## config.mk

```make
export PLATFORM = sky130hd
export DESIGN_NAME = accessory_output_select
export DESIGN_NICKNAME = d
export VERILOG_FILES = /design/src/rtl/accessory_pkg.sv /design/src/rtl/accessory_output_select.sv /design/src/rtl/switch_delay_timer.sv
export SDC_FILE = /design/constraint.sdc
export NUM_CORES = 1
export LEC_CHECK = 0
export ABC_AREA = 1
export BUFFER_PORTS_ARGS = -buffer_cell sky130_fd_sc_hd__buf_2
export CORE_UTILIZATION = 55
export DETAILED_ROUTE_END_ITERATION = 10
export HOLD_SLACK_MARGIN = 0.1
export PLACE_DENSITY = 0.77
export SETUP_SLACK_MARGIN = 0.1
export SYNTH_ARGS = -nofsm -noshare
export SYNTH_HDL_FRONTEND = slang
export SYNTH_SLANG_ARGS = --single-unit
```

## constraint.sdc

```tcl
create_clock -name clk -period 5.76 [get_ports clk]
set_clock_uncertainty 0.15 [all_clocks]
set_input_delay 0.576 -clock clk [delete_from_list [all_inputs] [get_ports clk]]
set_output_delay 0.576 -clock clk [all_outputs]
set_load 0.05 [all_outputs]
```

## src/rtl/accessory_pkg.sv

```systemverilog
// Shared constants and carrier types for the accessory output selector
package accessory_pkg;

	// Structure sizes
	localparam int unsigned NUM_OUTPUTS = 3;
	localparam int unsigned FUNC_W = 6;
	localparam int unsigned DELAY_W = 16;
	localparam int unsigned WORD_W = 16;
	localparam int unsigned ADDR_W = 8;
	localparam int unsigned DATA_W = 32;
	localparam int unsigned STRB_W = 4;
	localparam int unsigned DIV_W = 17;

	// Function codes handled by this block
	localparam logic [5:0] FN_ALWAYS_OFF = 6'h00;
	localparam logic [5:0] FN_ERROR = 6'h01;
	localparam logic [5:0] FN_NO_ERROR = 6'h02;
	localparam logic [5:0] FN_WARNING = 6'h03;
	localparam logic [5:0] FN_NO_WARNING = 6'h04;
	localparam logic [5:0] FN_NORMAL = 6'h05;
	localparam logic [5:0] FN_NOT_NORMAL = 6'h06;
	localparam logic [5:0] FN_TURNING = 6'h07;
	localparam logic [5:0] FN_STANDSTILL = 6'h08;
	localparam logic [5:0] FN_FIELDBUS = 6'h12;
	localparam logic [5:0] FN_ALWAYS_ON = 6'h13;
	localparam logic [5:0] FN_START_PRESENT = 6'h1a;
	localparam logic [5:0] FN_READY = 6'h1b;
	localparam logic [5:0] FN_FAN_TURNING = 6'h1c;
	localparam logic [5:0] FN_PURGE_OPEN = 6'h1f;
	localparam logic [5:0] FN_PURGE_START = 6'h21;
	localparam logic [5:0] FN_RELAY_START = 6'h22;
	localparam logic [5:0] FN_ACCEL = 6'h25;
	localparam logic [5:0] FN_DECEL = 6'h26;

	// Status word bit positions
	localparam int unsigned SW_START = 0;
	localparam int unsigned SW_ERROR = 3;
	localparam int unsigned SW_ACCEL = 4;
	localparam int unsigned SW_DECEL = 5;
	localparam int unsigned SW_NORMAL = 10;
	localparam int unsigned SW_TURNING = 11;
	localparam int unsigned SW_WARNING = 14;

	// Control word bit positions
	localparam int unsigned CW_START = 0;
	localparam int unsigned CW_OUT_A = 5;
	localparam int unsigned CW_OUT_B = 14;
	localparam int unsigned CW_OUT_C = 15;

	// Register byte offsets
	localparam logic [7:0] REG_FUNC_BASE = 8'h00;
	localparam logic [7:0] REG_ON_BASE = 8'h10;
	localparam logic [7:0] REG_OFF_BASE = 8'h20;
	localparam logic [7:0] REG_STATUS = 8'h30;
	localparam logic [7:0] REG_CONTROL = 8'h34;
	localparam logic [7:0] REG_OUTPUTS = 8'h38;
	localparam logic [7:0] REG_STRIDE = 8'h04;

	// Reset values
	localparam logic [5:0] FUNC_RESET_A = FN_FAN_TURNING;
	localparam logic [5:0] FUNC_RESET_B = FN_RELAY_START;
	localparam logic [5:0] FUNC_RESET_C = FN_ALWAYS_OFF;
	localparam logic [15:0] DELAY_RESET = 16'h0000;

	// Timing
	localparam int unsigned MS_TIME_NS = 1000000;
	localparam int unsigned CLK_PERIOD_NS = 8;

	typedef struct packed {
		logic psel;
		logic penable;
		logic pwrite;
		logic [ADDR_W-1:0] paddr;
		logic [DATA_W-1:0] pwdata;
		logic [STRB_W-1:0] pstrb;
	} apb_req_t;

	typedef struct packed {
		logic [DATA_W-1:0] prdata;
		logic pready;
		logic pslverr;
	} apb_rsp_t;

	typedef struct packed {
		logic use_delay;
		logic level;
	} source_sel_t;

	typedef struct packed {
		logic level;
		logic [DELAY_W-1:0] count;
	} timer_state_t;

endpackage

```

## src/rtl/accessory_output_select.sv

```systemverilog
// Function select and delay control for three accessory outputs, APB slave
//
// Contract
// - Code 0 holds the output off whatever the status and control bits.
// - Code 1 follows status bit 3, the active error flag.
// - Code 2 is on while the active error bit is clear.
// - Code 3 follows status bit 14, the collective warning.
// - Code 4 is on while no collective warning is present.
// - Code 5 follows status bit 10, normal operation reached.
// - Code 6 is on while normal operation is not reached.
// - Codes 7 and 28 follow status bit 11, rotor turning.
// - Code 19 holds the output on permanently.
// - Code 26 follows status bit 0, start command present.
// - Code 37 follows status bit 4, rotor accelerating.
// - Code 38 follows status bit 5, rotor decelerating.
// - Each output has programmable switch-on and switch-off delays in ms.
// - One delay pair per output, shared by every delayed function.
// - Changing a function code leaves the stored delays untouched.
// - Functions without delays ignore the stored delays entirely.
// - Code 18 follows the output's own control bit, with delays.
// - Code 31 uses control bits 5, 14, 15 per output, with delays.
// - Code 27 follows status bit 0, ready, with delays.
// - Codes 33 and 34 follow control bit 0, start, with delays.
// - Code 8 is on while status bit 11 is clear, with delays.
//
// The register addresses and the APB slave port are this design's own decisions.
module accessory_output_select
	import accessory_pkg::*;
#(
	parameter logic [accessory_pkg::DIV_W-1:0] CYCLES_PER_MS =
		accessory_pkg::DIV_W'(accessory_pkg::MS_TIME_NS /
		accessory_pkg::CLK_PERIOD_NS)
)
(
	input wire logic clk,
	input wire logic rst,
	input wire accessory_pkg::apb_req_t apb_req,
	output accessory_pkg::apb_rsp_t apb_rsp,
	input wire logic [accessory_pkg::WORD_W-1:0] status_word,
	input wire logic [accessory_pkg::WORD_W-1:0] control_word,
	output logic accessory_output_a,
	output logic accessory_output_b,
	output logic accessory_output_c
);

	import accessory_pkg::*;

	typedef struct packed {
		logic [NUM_OUTPUTS-1:0][FUNC_W-1:0] func_code;
		logic [NUM_OUTPUTS-1:0][DELAY_W-1:0] on_delay;
		logic [NUM_OUTPUTS-1:0][DELAY_W-1:0] off_delay;
		logic [DIV_W-1:0] div_count;
		logic [DATA_W-1:0] prdata;
		logic pslverr;
	} select_state_t;

	select_state_t state;
	select_state_t next_state;
	logic ms_tick;
	logic setup_phase;
	logic write_commit;
	logic [NUM_OUTPUTS-1:0] out_level;
	source_sel_t [NUM_OUTPUTS-1:0] source;
	logic [NUM_OUTPUTS-1:0][3:0] own_cw_bit;

	// Control word bit owned by each output
	// Used by codes 18 and 31 alike
	assign own_cw_bit[0] = 4'(CW_OUT_A);
	assign own_cw_bit[1] = 4'(CW_OUT_B);
	assign own_cw_bit[2] = 4'(CW_OUT_C);

	// Map a function code onto its source bit and delay use
	// Undelayed codes still pass the timer flop, one edge late
	// Delayed codes set use_delay and share the output's delay pair
	// Limit-value codes are not decoded and fall to the default
	// A code that is not listed leaves the output off
	function automatic source_sel_t select_source(
		input logic [FUNC_W-1:0] code,
		input logic [WORD_W-1:0] sw,
		input logic [WORD_W-1:0] cw,
		input logic [3:0] cw_bit
	);
		source_sel_t sel;
		sel.use_delay = 1'b0;
		sel.level = 1'b0;
		unique case (code)
			FN_ALWAYS_OFF: begin
				sel.level = 1'b0;
			end
			FN_ERROR: begin
				sel.level = sw[SW_ERROR];
			end
			FN_NO_ERROR: begin
				sel.level = !sw[SW_ERROR];
			end
			FN_WARNING: begin
				sel.level = sw[SW_WARNING];
			end
			FN_NO_WARNING: begin
				sel.level = !sw[SW_WARNING];
			end
			FN_NORMAL: begin
				sel.level = sw[SW_NORMAL];
			end
			FN_NOT_NORMAL: begin
				sel.level = !sw[SW_NORMAL];
			end
			FN_TURNING, FN_FAN_TURNING: begin
				sel.level = sw[SW_TURNING];
			end
			FN_ALWAYS_ON: begin
				sel.level = 1'b1;
			end
			FN_START_PRESENT: begin
				sel.level = sw[SW_START];
			end
			FN_ACCEL: begin
				sel.level = sw[SW_ACCEL];
			end
			FN_DECEL: begin
				sel.level = sw[SW_DECEL];
			end
			FN_STANDSTILL: begin
				sel.use_delay = 1'b1;
				sel.level = !sw[SW_TURNING];
			end
			FN_FIELDBUS: begin
				sel.use_delay = 1'b1;
				sel.level = cw[cw_bit];
			end
			FN_PURGE_OPEN: begin
				sel.use_delay = 1'b1;
				sel.level = cw[cw_bit];
			end
			FN_READY: begin
				sel.use_delay = 1'b1;
				sel.level = sw[SW_START];
			end
			FN_PURGE_START, FN_RELAY_START: begin
				sel.use_delay = 1'b1;
				sel.level = cw[CW_START];
			end
			default: begin
				sel.use_delay = 1'b0;
				sel.level = 1'b0;
			end
		endcase
		return sel;
	endfunction

	// Merge write data into a register under byte strobes
	function automatic logic [DATA_W-1:0] merge_bytes(
		input logic [DATA_W-1:0] old_value,
		input logic [DATA_W-1:0] wdata,
		input logic [STRB_W-1:0] strb
	);
		logic [DATA_W-1:0] result;
		result = old_value;
		for (int b = 0; b < STRB_W; b++) begin
			if (strb[b]) begin
				result[b*8 +: 8] = wdata[b*8 +: 8];
			end
		end
		return result;
	endfunction

	// Register map, one aligned word each:
	// 0x00, 0x04, 0x08 function code of outputs a, b, c, bits 5:0
	// 0x10, 0x14, 0x18 switch-on delay of outputs a, b, c, in ms
	// 0x20, 0x24, 0x28 switch-off delay of outputs a, b, c, in ms
	// 0x30 status word, read only
	// 0x34 control word, read only
	// 0x38 output levels, bit 0 is output a, read only
	// Writes to read-only or unmapped words answer with an error
	// and change nothing; unmapped reads return zero
	// Upper bits of every word read as zero

	// Index of a per-output register, or NUM_OUTPUTS when not in the group
	function automatic logic [1:0] group_index(
		input logic [ADDR_W-1:0] addr,
		input logic [ADDR_W-1:0] base
	);
		logic [1:0] idx;
		idx = 2'(NUM_OUTPUTS);
		for (int i = 0; i < NUM_OUTPUTS; i++) begin
			if (addr == base + ADDR_W'(i) * REG_STRIDE) begin
				idx = 2'(i);
			end
		end
		return idx;
	endfunction

	// Bus phases; every access completes without wait states
	// Read data and error are latched at the setup edge, so a read
	// returns the word as it stood one edge before the access phase
	// Writes land at the access edge, the one where pready is seen
	assign setup_phase = apb_req.psel && !apb_req.penable;
	assign write_commit = apb_req.psel && apb_req.penable && apb_req.pwrite;
	assign ms_tick = (state.div_count == CYCLES_PER_MS - 1'b1);

	// Source selection, one per output
	// Status and control words are used as sampled, no filtering
	always_comb begin
		for (int i = 0; i < NUM_OUTPUTS; i++) begin
			source[i] = select_source(state.func_code[i], status_word,
				control_word, own_cw_bit[i]);
		end
	end

	// Register file, bus answer and millisecond divider
	// Only the register groups take writes; the rest are read only
	always_comb begin
		logic [1:0] fidx;
		logic [1:0] nidx;
		logic [1:0] oidx;
		logic [DATA_W-1:0] merged;
		fidx = group_index(apb_req.paddr, REG_FUNC_BASE);
		nidx = group_index(apb_req.paddr, REG_ON_BASE);
		oidx = group_index(apb_req.paddr, REG_OFF_BASE);
		merged = '0;
		next_state = state;

		// Free-running ms divider shared by all outputs
		// The tick is one cycle wide and reaches all timers together
		if (ms_tick) begin
			next_state.div_count = '0;
		end else begin
			next_state.div_count = state.div_count + 1'b1;
		end

		// Read data and error are prepared in the setup cycle
		if (setup_phase) begin
			next_state.prdata = '0;
			next_state.pslverr = 1'b0;
			if (fidx != 2'(NUM_OUTPUTS)) begin
				next_state.prdata = DATA_W'(state.func_code[fidx]);
			end else if (nidx != 2'(NUM_OUTPUTS)) begin
				next_state.prdata = DATA_W'(state.on_delay[nidx]);
			end else if (oidx != 2'(NUM_OUTPUTS)) begin
				next_state.prdata = DATA_W'(state.off_delay[oidx]);
			end else if (apb_req.paddr == REG_STATUS) begin
				next_state.prdata = DATA_W'(status_word);
				next_state.pslverr = apb_req.pwrite;
			end else if (apb_req.paddr == REG_CONTROL) begin
				next_state.prdata = DATA_W'(control_word);
				next_state.pslverr = apb_req.pwrite;
			end else if (apb_req.paddr == REG_OUTPUTS) begin
				next_state.prdata = DATA_W'(out_level);
				next_state.pslverr = apb_req.pwrite;
			end else begin
				// Unmapped address answers with an error
				next_state.pslverr = 1'b1;
			end
		end

		// Writes land in the access cycle
		if (write_commit) begin
			if (fidx != 2'(NUM_OUTPUTS)) begin
				merged = merge_bytes(DATA_W'(state.func_code[fidx]),
					apb_req.pwdata, apb_req.pstrb);
				next_state.func_code[fidx] = merged[FUNC_W-1:0];
			end else if (nidx != 2'(NUM_OUTPUTS)) begin
				merged = merge_bytes(DATA_W'(state.on_delay[nidx]),
					apb_req.pwdata, apb_req.pstrb);
				next_state.on_delay[nidx] = merged[DELAY_W-1:0];
			end else if (oidx != 2'(NUM_OUTPUTS)) begin
				merged = merge_bytes(DATA_W'(state.off_delay[oidx]),
					apb_req.pwdata, apb_req.pstrb);
				next_state.off_delay[oidx] = merged[DELAY_W-1:0];
			end
		end
	end

	// Single state register
	// Outputs a and b wake with their working codes, c stays off;
	// delays start at zero so a delayed code first switches at once
	always_ff @(posedge clk or posedge rst) begin
		if (rst) begin
			state.func_code[0] <= FUNC_RESET_A;
			state.func_code[1] <= FUNC_RESET_B;
			state.func_code[2] <= FUNC_RESET_C;
			state.on_delay <= {NUM_OUTPUTS{DELAY_RESET}};
			state.off_delay <= {NUM_OUTPUTS{DELAY_RESET}};
			state.div_count <= '0;
			state.prdata <= '0;
			state.pslverr <= 1'b0;
		end else begin
			state <= next_state;
		end
	end

	// Delay stage per output; bypassed for undelayed functions
	// The ms divider runs free and is shared, so a delayed change
	// waits for the tick after the stored delay has passed
	// The wait is between D and D+1 ms, never shorter, at the cost
	// of up to one ms of extra lag
	// A zero delay switches at the next edge
	// A source that drops back before the wait ends restarts it
	for (genvar g = 0; g < NUM_OUTPUTS; g++) begin : g_out
		switch_delay_timer u_timer (
			.clk(clk),
			.rst(rst),
			.ms_tick(ms_tick),
			.source(source[g]),
			.on_delay(state.on_delay[g]),
			.off_delay(state.off_delay[g]),
			.level(out_level[g])
		);
	end

	// Outputs come straight from the timer flops
	// so a load never sees a combinational glitch
	assign accessory_output_a = out_level[0];
	assign accessory_output_b = out_level[1];
	assign accessory_output_c = out_level[2];

	// Zero-wait answer; data and error were registered in setup
	// Error shows only in the access phase, as the bus requires
	assign apb_rsp.prdata = state.prdata;
	assign apb_rsp.pready = 1'b1;
	assign apb_rsp.pslverr = state.pslverr && apb_req.psel
		&& apb_req.penable;

endmodule

```

## src/rtl/switch_delay_timer.sv

```systemverilog
// Per-output switch-on / switch-off delay stage
module switch_delay_timer
	import accessory_pkg::*;
(
	input wire logic clk,
	input wire logic rst,
	input wire logic ms_tick,
	input wire accessory_pkg::source_sel_t source,
	input wire logic [accessory_pkg::DELAY_W-1:0] on_delay,
	input wire logic [accessory_pkg::DELAY_W-1:0] off_delay,
	output logic level
);

	timer_state_t state;
	timer_state_t next_state;
	logic [DELAY_W-1:0] target;

	// Pick the delay that applies to the pending change
	always_comb begin
		next_state = state;
		target = state.level ? off_delay : on_delay;
		if (!source.use_delay) begin
			next_state.level = source.level;
			next_state.count = '0;
		end else if (source.level == state.level) begin
			next_state.count = '0;
		end else if (target == '0 ||
			(ms_tick && state.count >= target)) begin
			// switch at once for a zero delay, else on the tick after the delay, never early
			next_state.level = source.level;
			next_state.count = '0;
		end else if (ms_tick) begin
			next_state.count = state.count + 1'b1;
		end
	end

	// Single state register
	always_ff @(posedge clk or posedge rst) begin
		if (rst) begin
			state <= '0;
		end else begin
			state <= next_state;
		end
	end

	assign level = state.level;

endmodule
```

# Yosys cells after proc, flatten, opt, wreduce, memory -nomap -nowiden
# Index checks and enable logic that the tools add are counted.
op_classes:
  addsub: 4
  order_cmp: 9
  eq_ne: 81
  mux: 83
  bitwise_logic: 2
  reduce_logical: 44
ops:
  columns: ["op", "n"]
  rows:
  - ["2-to-1 mux 16 bit", 16]
  - ["2-to-1 mux 8 bit", 18]
  - ["equality test 6 x 5 -> 1 bit (second input constant)", 18]
  - ["bitwise mux 48 bit", 2]
  - ["2-to-1 mux 32 bit", 3]
  - ["equality test 6 x 3 -> 1 bit (second input constant)", 12]
  - ["equality test 6 bit (second input constant)", 12]
  - ["2-to-1 mux 17 bit", 4]
  - ["2-to-1 mux 33 bit", 2]
  - ["binary-select mux 16 bit (select 2 bit)", 2]
  - ["demux 16 bit (select 2 bit)", 2]
  - ["adder 16 x 1 -> 16 bit (second input constant)", 3]
  - ["equality test 8 x 6 -> 1 bit (second input constant)", 6]
  - ["greater-or-equal comparator 16 bit", 3]
  - ["zero test 16 bit", 3]
  - ["case mux 1 bit (14 select lines)", 3]
  - ["equality test 6 x 2 -> 1 bit (second input constant)", 6]
  - ["2-to-1 mux 6 bit", 5]
  - ["equality test 8 x 5 -> 1 bit (second input constant)", 3]
  - ["OR reduction 2 bit", 12]
  - ["bitwise mux 18 bit", 1]
  - ["equality test 6 x 1 -> 1 bit (second input constant)", 3]
  - ["equality test 6 x 4 -> 1 bit (second input constant)", 3]
  - ["2-to-1 mux 2 bit", 9]
  - ["other kinds (23)", 72]
totals:
  reg_bits: 215
  in_bits: 81
  output_inout_bits: 37
  elab_cells: 241

# Longest topological paths before layout
# Gate-level depths: netlist of run 1.
logic_depth:
  word_depth: 12
  mapped_depth: 20
  mapped_depth_nobuf: 18

# Modules after synthesis
# Synthesis of run 1 repeated with hierarchy kept, for this count alone.
unflattened:
  hier_cells: 2235
  hier_area_um2: 14597.8
modules_own_cells:
  columns: ["module", "instances", "cells_each", "area_each_um2", "seq_area_each_um2"]
  rows:
  - ["accessory_output_select", 1, 1341, 9013.6, 3709.8]
  - ["switch_delay_timer (g_out[1].u_timer)", 1, 298, 1861.8, 425.4]
  - ["switch_delay_timer (g_out[2].u_timer)", 1, 299, 1861.8, 425.4]
  - ["switch_delay_timer (g_out[0].u_timer)", 1, 297, 1860.5, 425.4]

# Worst setup path before layout of run 1
# Ideal clock, no wire load.
synth_path:
  kind: "flip-flop to flip-flop"
  start: "register g_out[0].u_timer.state (netlist bit g_out[0].u_timer.level)"
  end: "register g_out[0].u_timer.state[5] (netlist name)"
  setup_time_ns: 0.065
  arrival_ns: 2.404
  required_ns: 5.545
  path_slack_ns: 3.141
  stages_incl_launch_ff: 18
  period_less_slack_ns: 2.619
  cell_sequence: "dfrtp_1 buf_2 nand2_1 o21ai_0 inv_1 ha_1 nand2_1 inv_1 nand2_1 nand2_1 o21ai_0 inv_1 nand2_1 nand2_1 a21oi_4 buf_6 nand4_1 nand2_1"
synth_via:
  elab_chain_len: 7
  elab_cells_between_ends: 10
  cone_classes: "order compare (1); eq/ne (2); mux (4); reduce/logical (3)"
synth_lines:
  columns: ["element", "line", "text"]
  rows:
  - ["start: declaration", "switch_delay_timer.sv:14", "timer_state_t state;"]
  - ["start signal: assignment", "switch_delay_timer.sv:42", "state <= next_state;"]
  - ["2-to-1 mux 16 bit", "switch_delay_timer.sv:21", "target = state.level ? off_delay : on_delay;"]
  - ["greater-or-equal comparator 16 bit", "switch_delay_timer.sv:28", "(ms_tick && state.count >= target)) begin"]
  - ["logical AND 1 bit", "switch_delay_timer.sv:28", null]
  - ["logical OR 1 bit", "switch_delay_timer.sv:27", "end else if (target == '0 ||"]
  - ["2-to-1 mux 16 bit", "switch_delay_timer.sv:27", null]
  - ["2-to-1 mux 16 bit", "switch_delay_timer.sv:25", "end else if (source.level == state.level) begin"]
  - ["2-to-1 mux 17 bit", "switch_delay_timer.sv:22", "if (!source.use_delay) begin"]
# Parallel ways exist; a longest one is shown, timed or not.
# A chain may end at the register's enable or synchronous reset.

# Worst setup path after layout of run 1
layout_path:
  start: "register g_out[1].u_timer.state (netlist bit g_out[1].u_timer.level)"
  end: "register g_out[1].u_timer.state[0] (netlist name)"
layout_via:
  elab_chain_len: 7
  elab_cells_between_ends: 10
  cone_classes: "order compare (1); eq/ne (2); mux (4); reduce/logical (3)"
layout_lines:
  columns: ["element", "line"]
  rows:
  - ["start: declaration", "switch_delay_timer.sv:14"]
  - ["start signal: assignment", "switch_delay_timer.sv:42"]
  - ["2-to-1 mux 16 bit", "switch_delay_timer.sv:21"]
  - ["greater-or-equal comparator 16 bit", "switch_delay_timer.sv:28"]
  - ["logical AND 1 bit", "switch_delay_timer.sv:28"]
  - ["logical OR 1 bit", "switch_delay_timer.sv:27"]
  - ["2-to-1 mux 16 bit", "switch_delay_timer.sv:27"]
  - ["2-to-1 mux 16 bit", "switch_delay_timer.sv:25"]
  - ["2-to-1 mux 17 bit", "switch_delay_timer.sv:22"]
# Parallel ways exist; a longest one is shown, timed or not.

==> flow_summary.yaml, run 1 <==
worst_setup_path:
  crit_path_frequent_cell: "nand2_1"
  crit_arrival_ps: 3940
  crit_type: "register to register"
  crit_fanout: 35
  slowest_delay_ps: 1160
  start_kind: "register"
  crit_slowest_cell: "dfrtp_1"
  crit_path_cell_trace: "o21ai_0 > inv_1 > ha_1 > nand2_1 > o21bai_1 > nand2_1 > a21oi_1 > nand3_1 > a21oi_2 > nand2_2 > o21ai_1"
  crit_required_ps: 5990
  end_kind: "register"
clocking:
  cts_sinks: 199
  insertion_delay_ps: 450
  clockBufferDepth: 2
  cts.clk_slew.worst_paths_ps: 80
  cts_root_buf: "clkbuf_16"
  htreeDepth: 4
  cts_buffers: 17
  tritoncts: "built"
  cts_setup_buffers: 0
synth:
  syn-instance-count: 1984
  synth_fa_ha_area_share_pct: 4.77
  synth_area_leaders: "dfrtp_1 36%, nand2_1 17%, inv_1 6.4%"
  synth_top_area_share_pct: 35.6
  synth_top_family_by_area: "simple AND/OR/NAND/NOR gates"
  async_flop_share_pct: 100
  ys_warn_count: 0
  synthMuxAreaShare_pct: 0
  yosysSeqAreaShare_pct: 36.6
  yosys.area_share.simple_pct: 32.2
  ys.flop_type: "dfrtp_1"
  synth-seq-cells: 199
  avgSynthCellArea_um2: 6.87
  yosys.area.top_type: "dfrtp_1"
  synth_compound_area_share_pct: 12.9
  synth_xor_area_share_pct: 2.57
  synth_cell_type_count: 52
  syn_area_mm2: 0.0136
  synth-edff-count: 0
power:
  switching_power_uw: 816
  swShare_pct: 28.1
  seqPwrFrac_pct: 49.0
  p_clk_share_pct: 42.0
  p_int_uw: 2090
  power_density_mw_per_mm2: 199
  leakage_uw: 0.00725
  power_frac_comb_pct: 9.1
  ir_worst_vdd_v: 0.000190
final_layout:
  nets: 2154
  layout_common_cells: "614 x nand2_1, 231 x inv_1, 194 x dfrtp_1"
  layout_commonest_cell: "nand2_1"
  syn_to_final_growth_pct: 7.05
  num_antenna_cells: 0
  drive_above_1_share_pct: 8.75
routing:
  drtPass1Iterations: 7
  wire_per_inst_um: 16.8
  drcViolationCount: 0
  num_vias: 13300
  wirelength_mm: 39.6
  first_iter_violations: 1389
  drt-vias-per-instance: 5.65
  ant_nets: 0
sta:
  timing.final.crit_share_pct: 64.4
  slew-limit-headroom_pct: 18.0
  setup_slack_ps: 2050
  hold_violations: 0
  tns_ps: 0
  setup_viol: 0
  worst_slew_pin_slew_ps: 1230
  grt_setup_unrepaired: "no"
  max_freq_mhz: 270
  period_needed_ps: 3710
  hold-worst-slack_ps: 318
  final_max_slew_viol_count: 0
placed_design:
  io_buffers: 82
  place_ws_ps: 2210
  gp_congestion: 0.931
  detailed_place_hpwl_mm: 29.8
floorplan:
  io_pins: 118
  coreArea_mm2: 0.0243
  start_util_pct: 56.1
  die_x_um: 159
  die_h_um: 159
  dieArea_mm2: 0.0254
  rows: 57
global_route:
  antenna_found_initial: 0
  globalRoute.totalOverflow: 0
  grt_pass1_vias: 12300
  grt_util_all_layers_pct: 31.8
  grt_pass1_wl_mm: 64.0
  grt_max_degree: 57
status:
  status: "finished clean"
worst_hold_path:
  hold_path.class: "register to register"
run:
  maxCapViolCount: 0
area by class of cell:
class / instances / area (um^2)
Multi-Input combinational cell: 1463 / 7200
Clock buffer: 19 / 443
Inverter: 249 / 940
Clock inverter: 13 / 134
Timing Repair Buffer: 91 / 480
Tap cell: 324 / 405
Fill cell: 2255 / 9730
Sequential cell: 199 / 4990
final timing paths:
path	start	end	slack, ps	cells after the start
min reg2reg	state[33]	state[33]	320	1
max	g_out[1].u_timer.level	g_out[1].u_timer.state[0]	2050	11
min in group asynchronous	rst	state[161]	390	3
max reg2reg	g_out[1].u_timer.level	g_out[1].u_timer.state[0]	2050	11
min	state[33]	state[33]	320	1
max in group asynchronous	rst	state[83]	3580	5
critical path: cells and delay by family, from the launching register on:
kind / cells / cell delay (ps)
and+or+nand+nor: 4 / 540
AOI/OAI and AO/OA: 5 / 1380
adders and majority gates: 1 / 250
buffers and inverters: 1 / 130
DFF: 1 / 1160
kinds of logic (layout without fill, tap and decap cells):
| kind of cell | count (synthesis) | count (layout) |
|---|---|---|
| buffers and inverters | 337 | 372 |
| XOR/XNOR | 40 | 40 |
| adder cells (fa/ha/maj) | 52 | 52 |
| other | 2 | 17 |
| AO/OA/AOI/OAI | 326 | 326 |
| flip-flops | 199 | 199 |
| AND/OR/NAND/NOR | 1028 | 1028 |
power by group through the flow:
stage	clock network [uW]	registers, uW	logic (uW)
after detailed placement	0	1450	260
after global routing	1280	1420	287
after CTS	1230	1420	262
after global placement	0	1450	256
after floorplan	0	1440	191
final	1220	1420	263
Yosys cell counts (5+ instances only):
master	n
a31oi_1	6
buf_2	35
a21oi_1	66
o21ai_0	129
o21ai_1	81
nor2_1	165
nand4_1	60
o22ai_1	9
nor2_4	6
nand2_1	614
xnor2_1	5
dfstp_2	5
ha_1	52
dfrtp_1	194
a21boi_0	7
o211ai_1	8
nor2_2	9
buf_4	36
xor2_1	35
nand2_4	5
nor3_1	20
inv_1	232
nand3_1	127
nand2_2	8
clkbuf_1	11
inv_2	13
metrics by stage:
stage	cell area (um^2)	power (uW)	cells	util (%)
finish	14600	2900	2358	60.0
global route	14600	2990	2358	60.0
CTS	14600	2910	2358	60.0
detailed placement	14000	1710	2325	57.6
global placement	14000	1700	2325	57.6
floorplan	13700	1630	1999	-
registers in the layout, summed over array words and instances (netlist names):
name                 flops
g_out.u_timer.level      3
apb_rsp                 16
state                  132
g_out.u_timer.state     48
per-layer routing:
| metal | up-vias | wire, um | global-route usage [%] |
|---|---|---|---|
| met2 | 614 | 17800 | 49.6 |
| li1 | 6431 | - | - |
| met1 | 6180 | 17000 | 44.2 |
| met4 | 0 | 1260 | 11.9 |
| met3 | 94 | 3590 | 5.81 |
| met5 | - | 0 | 0 |
what timing repair did:
item / in CTS / in global routing
hold endpoints to repair: 1 / 0
hold buffers: 1 / 0
gates resized for setup: 0 / 0
Power figures use the tool's default switching activity.
==> inputs of run 2 (changes only) <==
- clock period: 5.76 -> 3.38 ns (I/O delays scaled with it)
==> flow_summary.yaml, run 2 (same netlist as run 1, synthesis figures left out) <==
sta:
  grt_setup_unrepaired: "no"
  timing.final.crit_share_pct: 86.9
  max_freq_mhz: 341
  setup_viol: 0
  period_needed_ps: 2940
  hold_violations: 0
  setup_slack_ps: 443
  slew-limit-headroom_pct: 46.8
  worst_slew_pin_slew_ps: 799
  final_max_slew_viol_count: 0
  tns_ps: 0
placed_design:
  detailed_place_hpwl_mm: 30.3
  placed_cell_area_mm2: 0.0141
  place_ws_ps: 445
  io_buffers: 82
  dp_cells: 2337
  gp_congestion: 0.956
global_route:
  grt_pass1_vias: 12400
  grt_pass1_wl_mm: 64.3
  antenna_found_initial: 0
  grt_util_all_layers_pct: 31.9
  globalRoute.totalOverflow: 0
  grt_max_degree: 72
power:
  leakage_uw: 0.00732
  ir_worst_vdd_v: 0.000354
  power_density_mw_per_mm2: 334
final_layout:
  drive_above_1_share_pct: 9.24
  postLayoutCellArea_mm2: 0.0147
  layout_commonest_cell: "nand2_1"
  syn_to_final_growth_pct: 7.99
  nets: 2166
  regMostFlops: "state"
  num_antenna_cells: 0
  layout_common_cells: "614 x nand2_1, 231 x inv_1, 194 x dfrtp_1"
  nFillCells: 2222
  largest_register_ffs: 132
  final_cells: 2370
clocking:
  cts.clk_slew.worst_paths_ps: 70
  cts_root_buf: "clkbuf_16"
  insertion_delay_ps: 440
  clockBufferDepth: 2
  post_cts_resized: 0
  cts_buffers: 17
  htreeDepth: 4
  cts_sinks: 199
  tritoncts: "built"
routing:
  wire_per_inst_um: 16.6
  drcViolationCount: 0
  wirelength_mm: 39.4
  first_iter_violations: 1381
  num_vias: 13300
  drt-vias-per-instance: 5.62
  drtPass1Iterations: 6
  ant_nets: 0
worst_setup_path:
  crit_required_ps: 3600
  start_kind: "register"
  end_kind: "register"
  crit_fanout: 32
  crit_type: "register to register"
  crit_arrival_ps: 3160
  r2r_setup_slack_ps: 440
floorplan:
  dieArea_mm2: 0.0254
  start_util_pct: 56.1
  die_x_um: 159
  io_pins: 118
  rows: 57
  coreArea_mm2: 0.0243
  die_h_um: 159
status:
  status: "finished clean"
worst_hold_path:
  hold_path.class: "input port to register"
run:
  maxCapViolCount: 0
run 2: routing by layer:
| metal | vias to the layer above | share of wire (%) | global-route usage (%) |
|---|---|---|---|
| met4 | 0 | 3.4 | 12.0 |
| met5 | - | 0 | 0 |
| met1 | 6135 | 43 | 43.4 |
| met3 | 87 | 9.1 | 6.77 |
| li1 | 6467 | - | - |
| met2 | 640 | 44 | 49.9 |
run 2: cell type report:
type / instances / area [um^2] / area share [%]
Multi-Input combinational cell: 1463 / 7200 / 48.9
Clock buffer: 20 / 447 / 3.03
Inverter: 249 / 940 / 6.38
Tap cell: 324 / 405 / 2.75
Sequential cell: 199 / 4990 / 33.9
Timing Repair Buffer: 103 / 621 / 4.22
Clock inverter: 12 / 119 / 0.807
run 2: timing repair:
action	4_1_cts	5_1_grt
setup buffers	0	0
hold buffers	1	0
hold endpoints to repair	13	0
run 2: worst paths after layout:
kind / depth (start not counted) / start / endpoint
hold reg to reg: 1 / state[33] / state[33]
setup / recovery: 13 / g_out[0].u_timer.level / g_out[0].u_timer.state[5]
min in group asynchronous: 3 / rst / state[160]
hold / removal: 5 / apb_req[44] / state[0]
setup reg to reg: 13 / g_out[0].u_timer.level / g_out[0].u_timer.state[5]
max in group asynchronous: 4 / rst / g_out[0].u_timer.state[15]
run 2: power breakdown:
part / switching [uW] / total, uW / internal [uW]
registers: 18.9 / 2420 / 2400
clock network: 982 / 2030 / 1050
logic: 356 / 465 / 109
total: 1360 / 4920 / 3560
run 2: metrics by stage:
step / total power (uW) / util, % / hold WS [ps]
2_1_floorplan: 2790 / - / 283
3_5_place_dp: 2920 / 58.2 / 276
6_report: 4920 / 60.5 / 111
5_1_grt: 5060 / 60.5 / 138
4_1_cts: 4920 / 60.5 / 108
3_3_place_gp: 2910 / 58.2 / 264
run 2: worst max-delay path: stages (launching register included):
cell and delay (ps):
dfrtp_1 860, nand2_1 130, o21ai_0 150, inv_1 70
ha_1 300, nand2_1 80, inv_1 40, o21bai_1 120
a21oi_1 80, nor2_1 110, nand2_1 100, a21oi_4 430
nand4_1 170, nand2_1 80
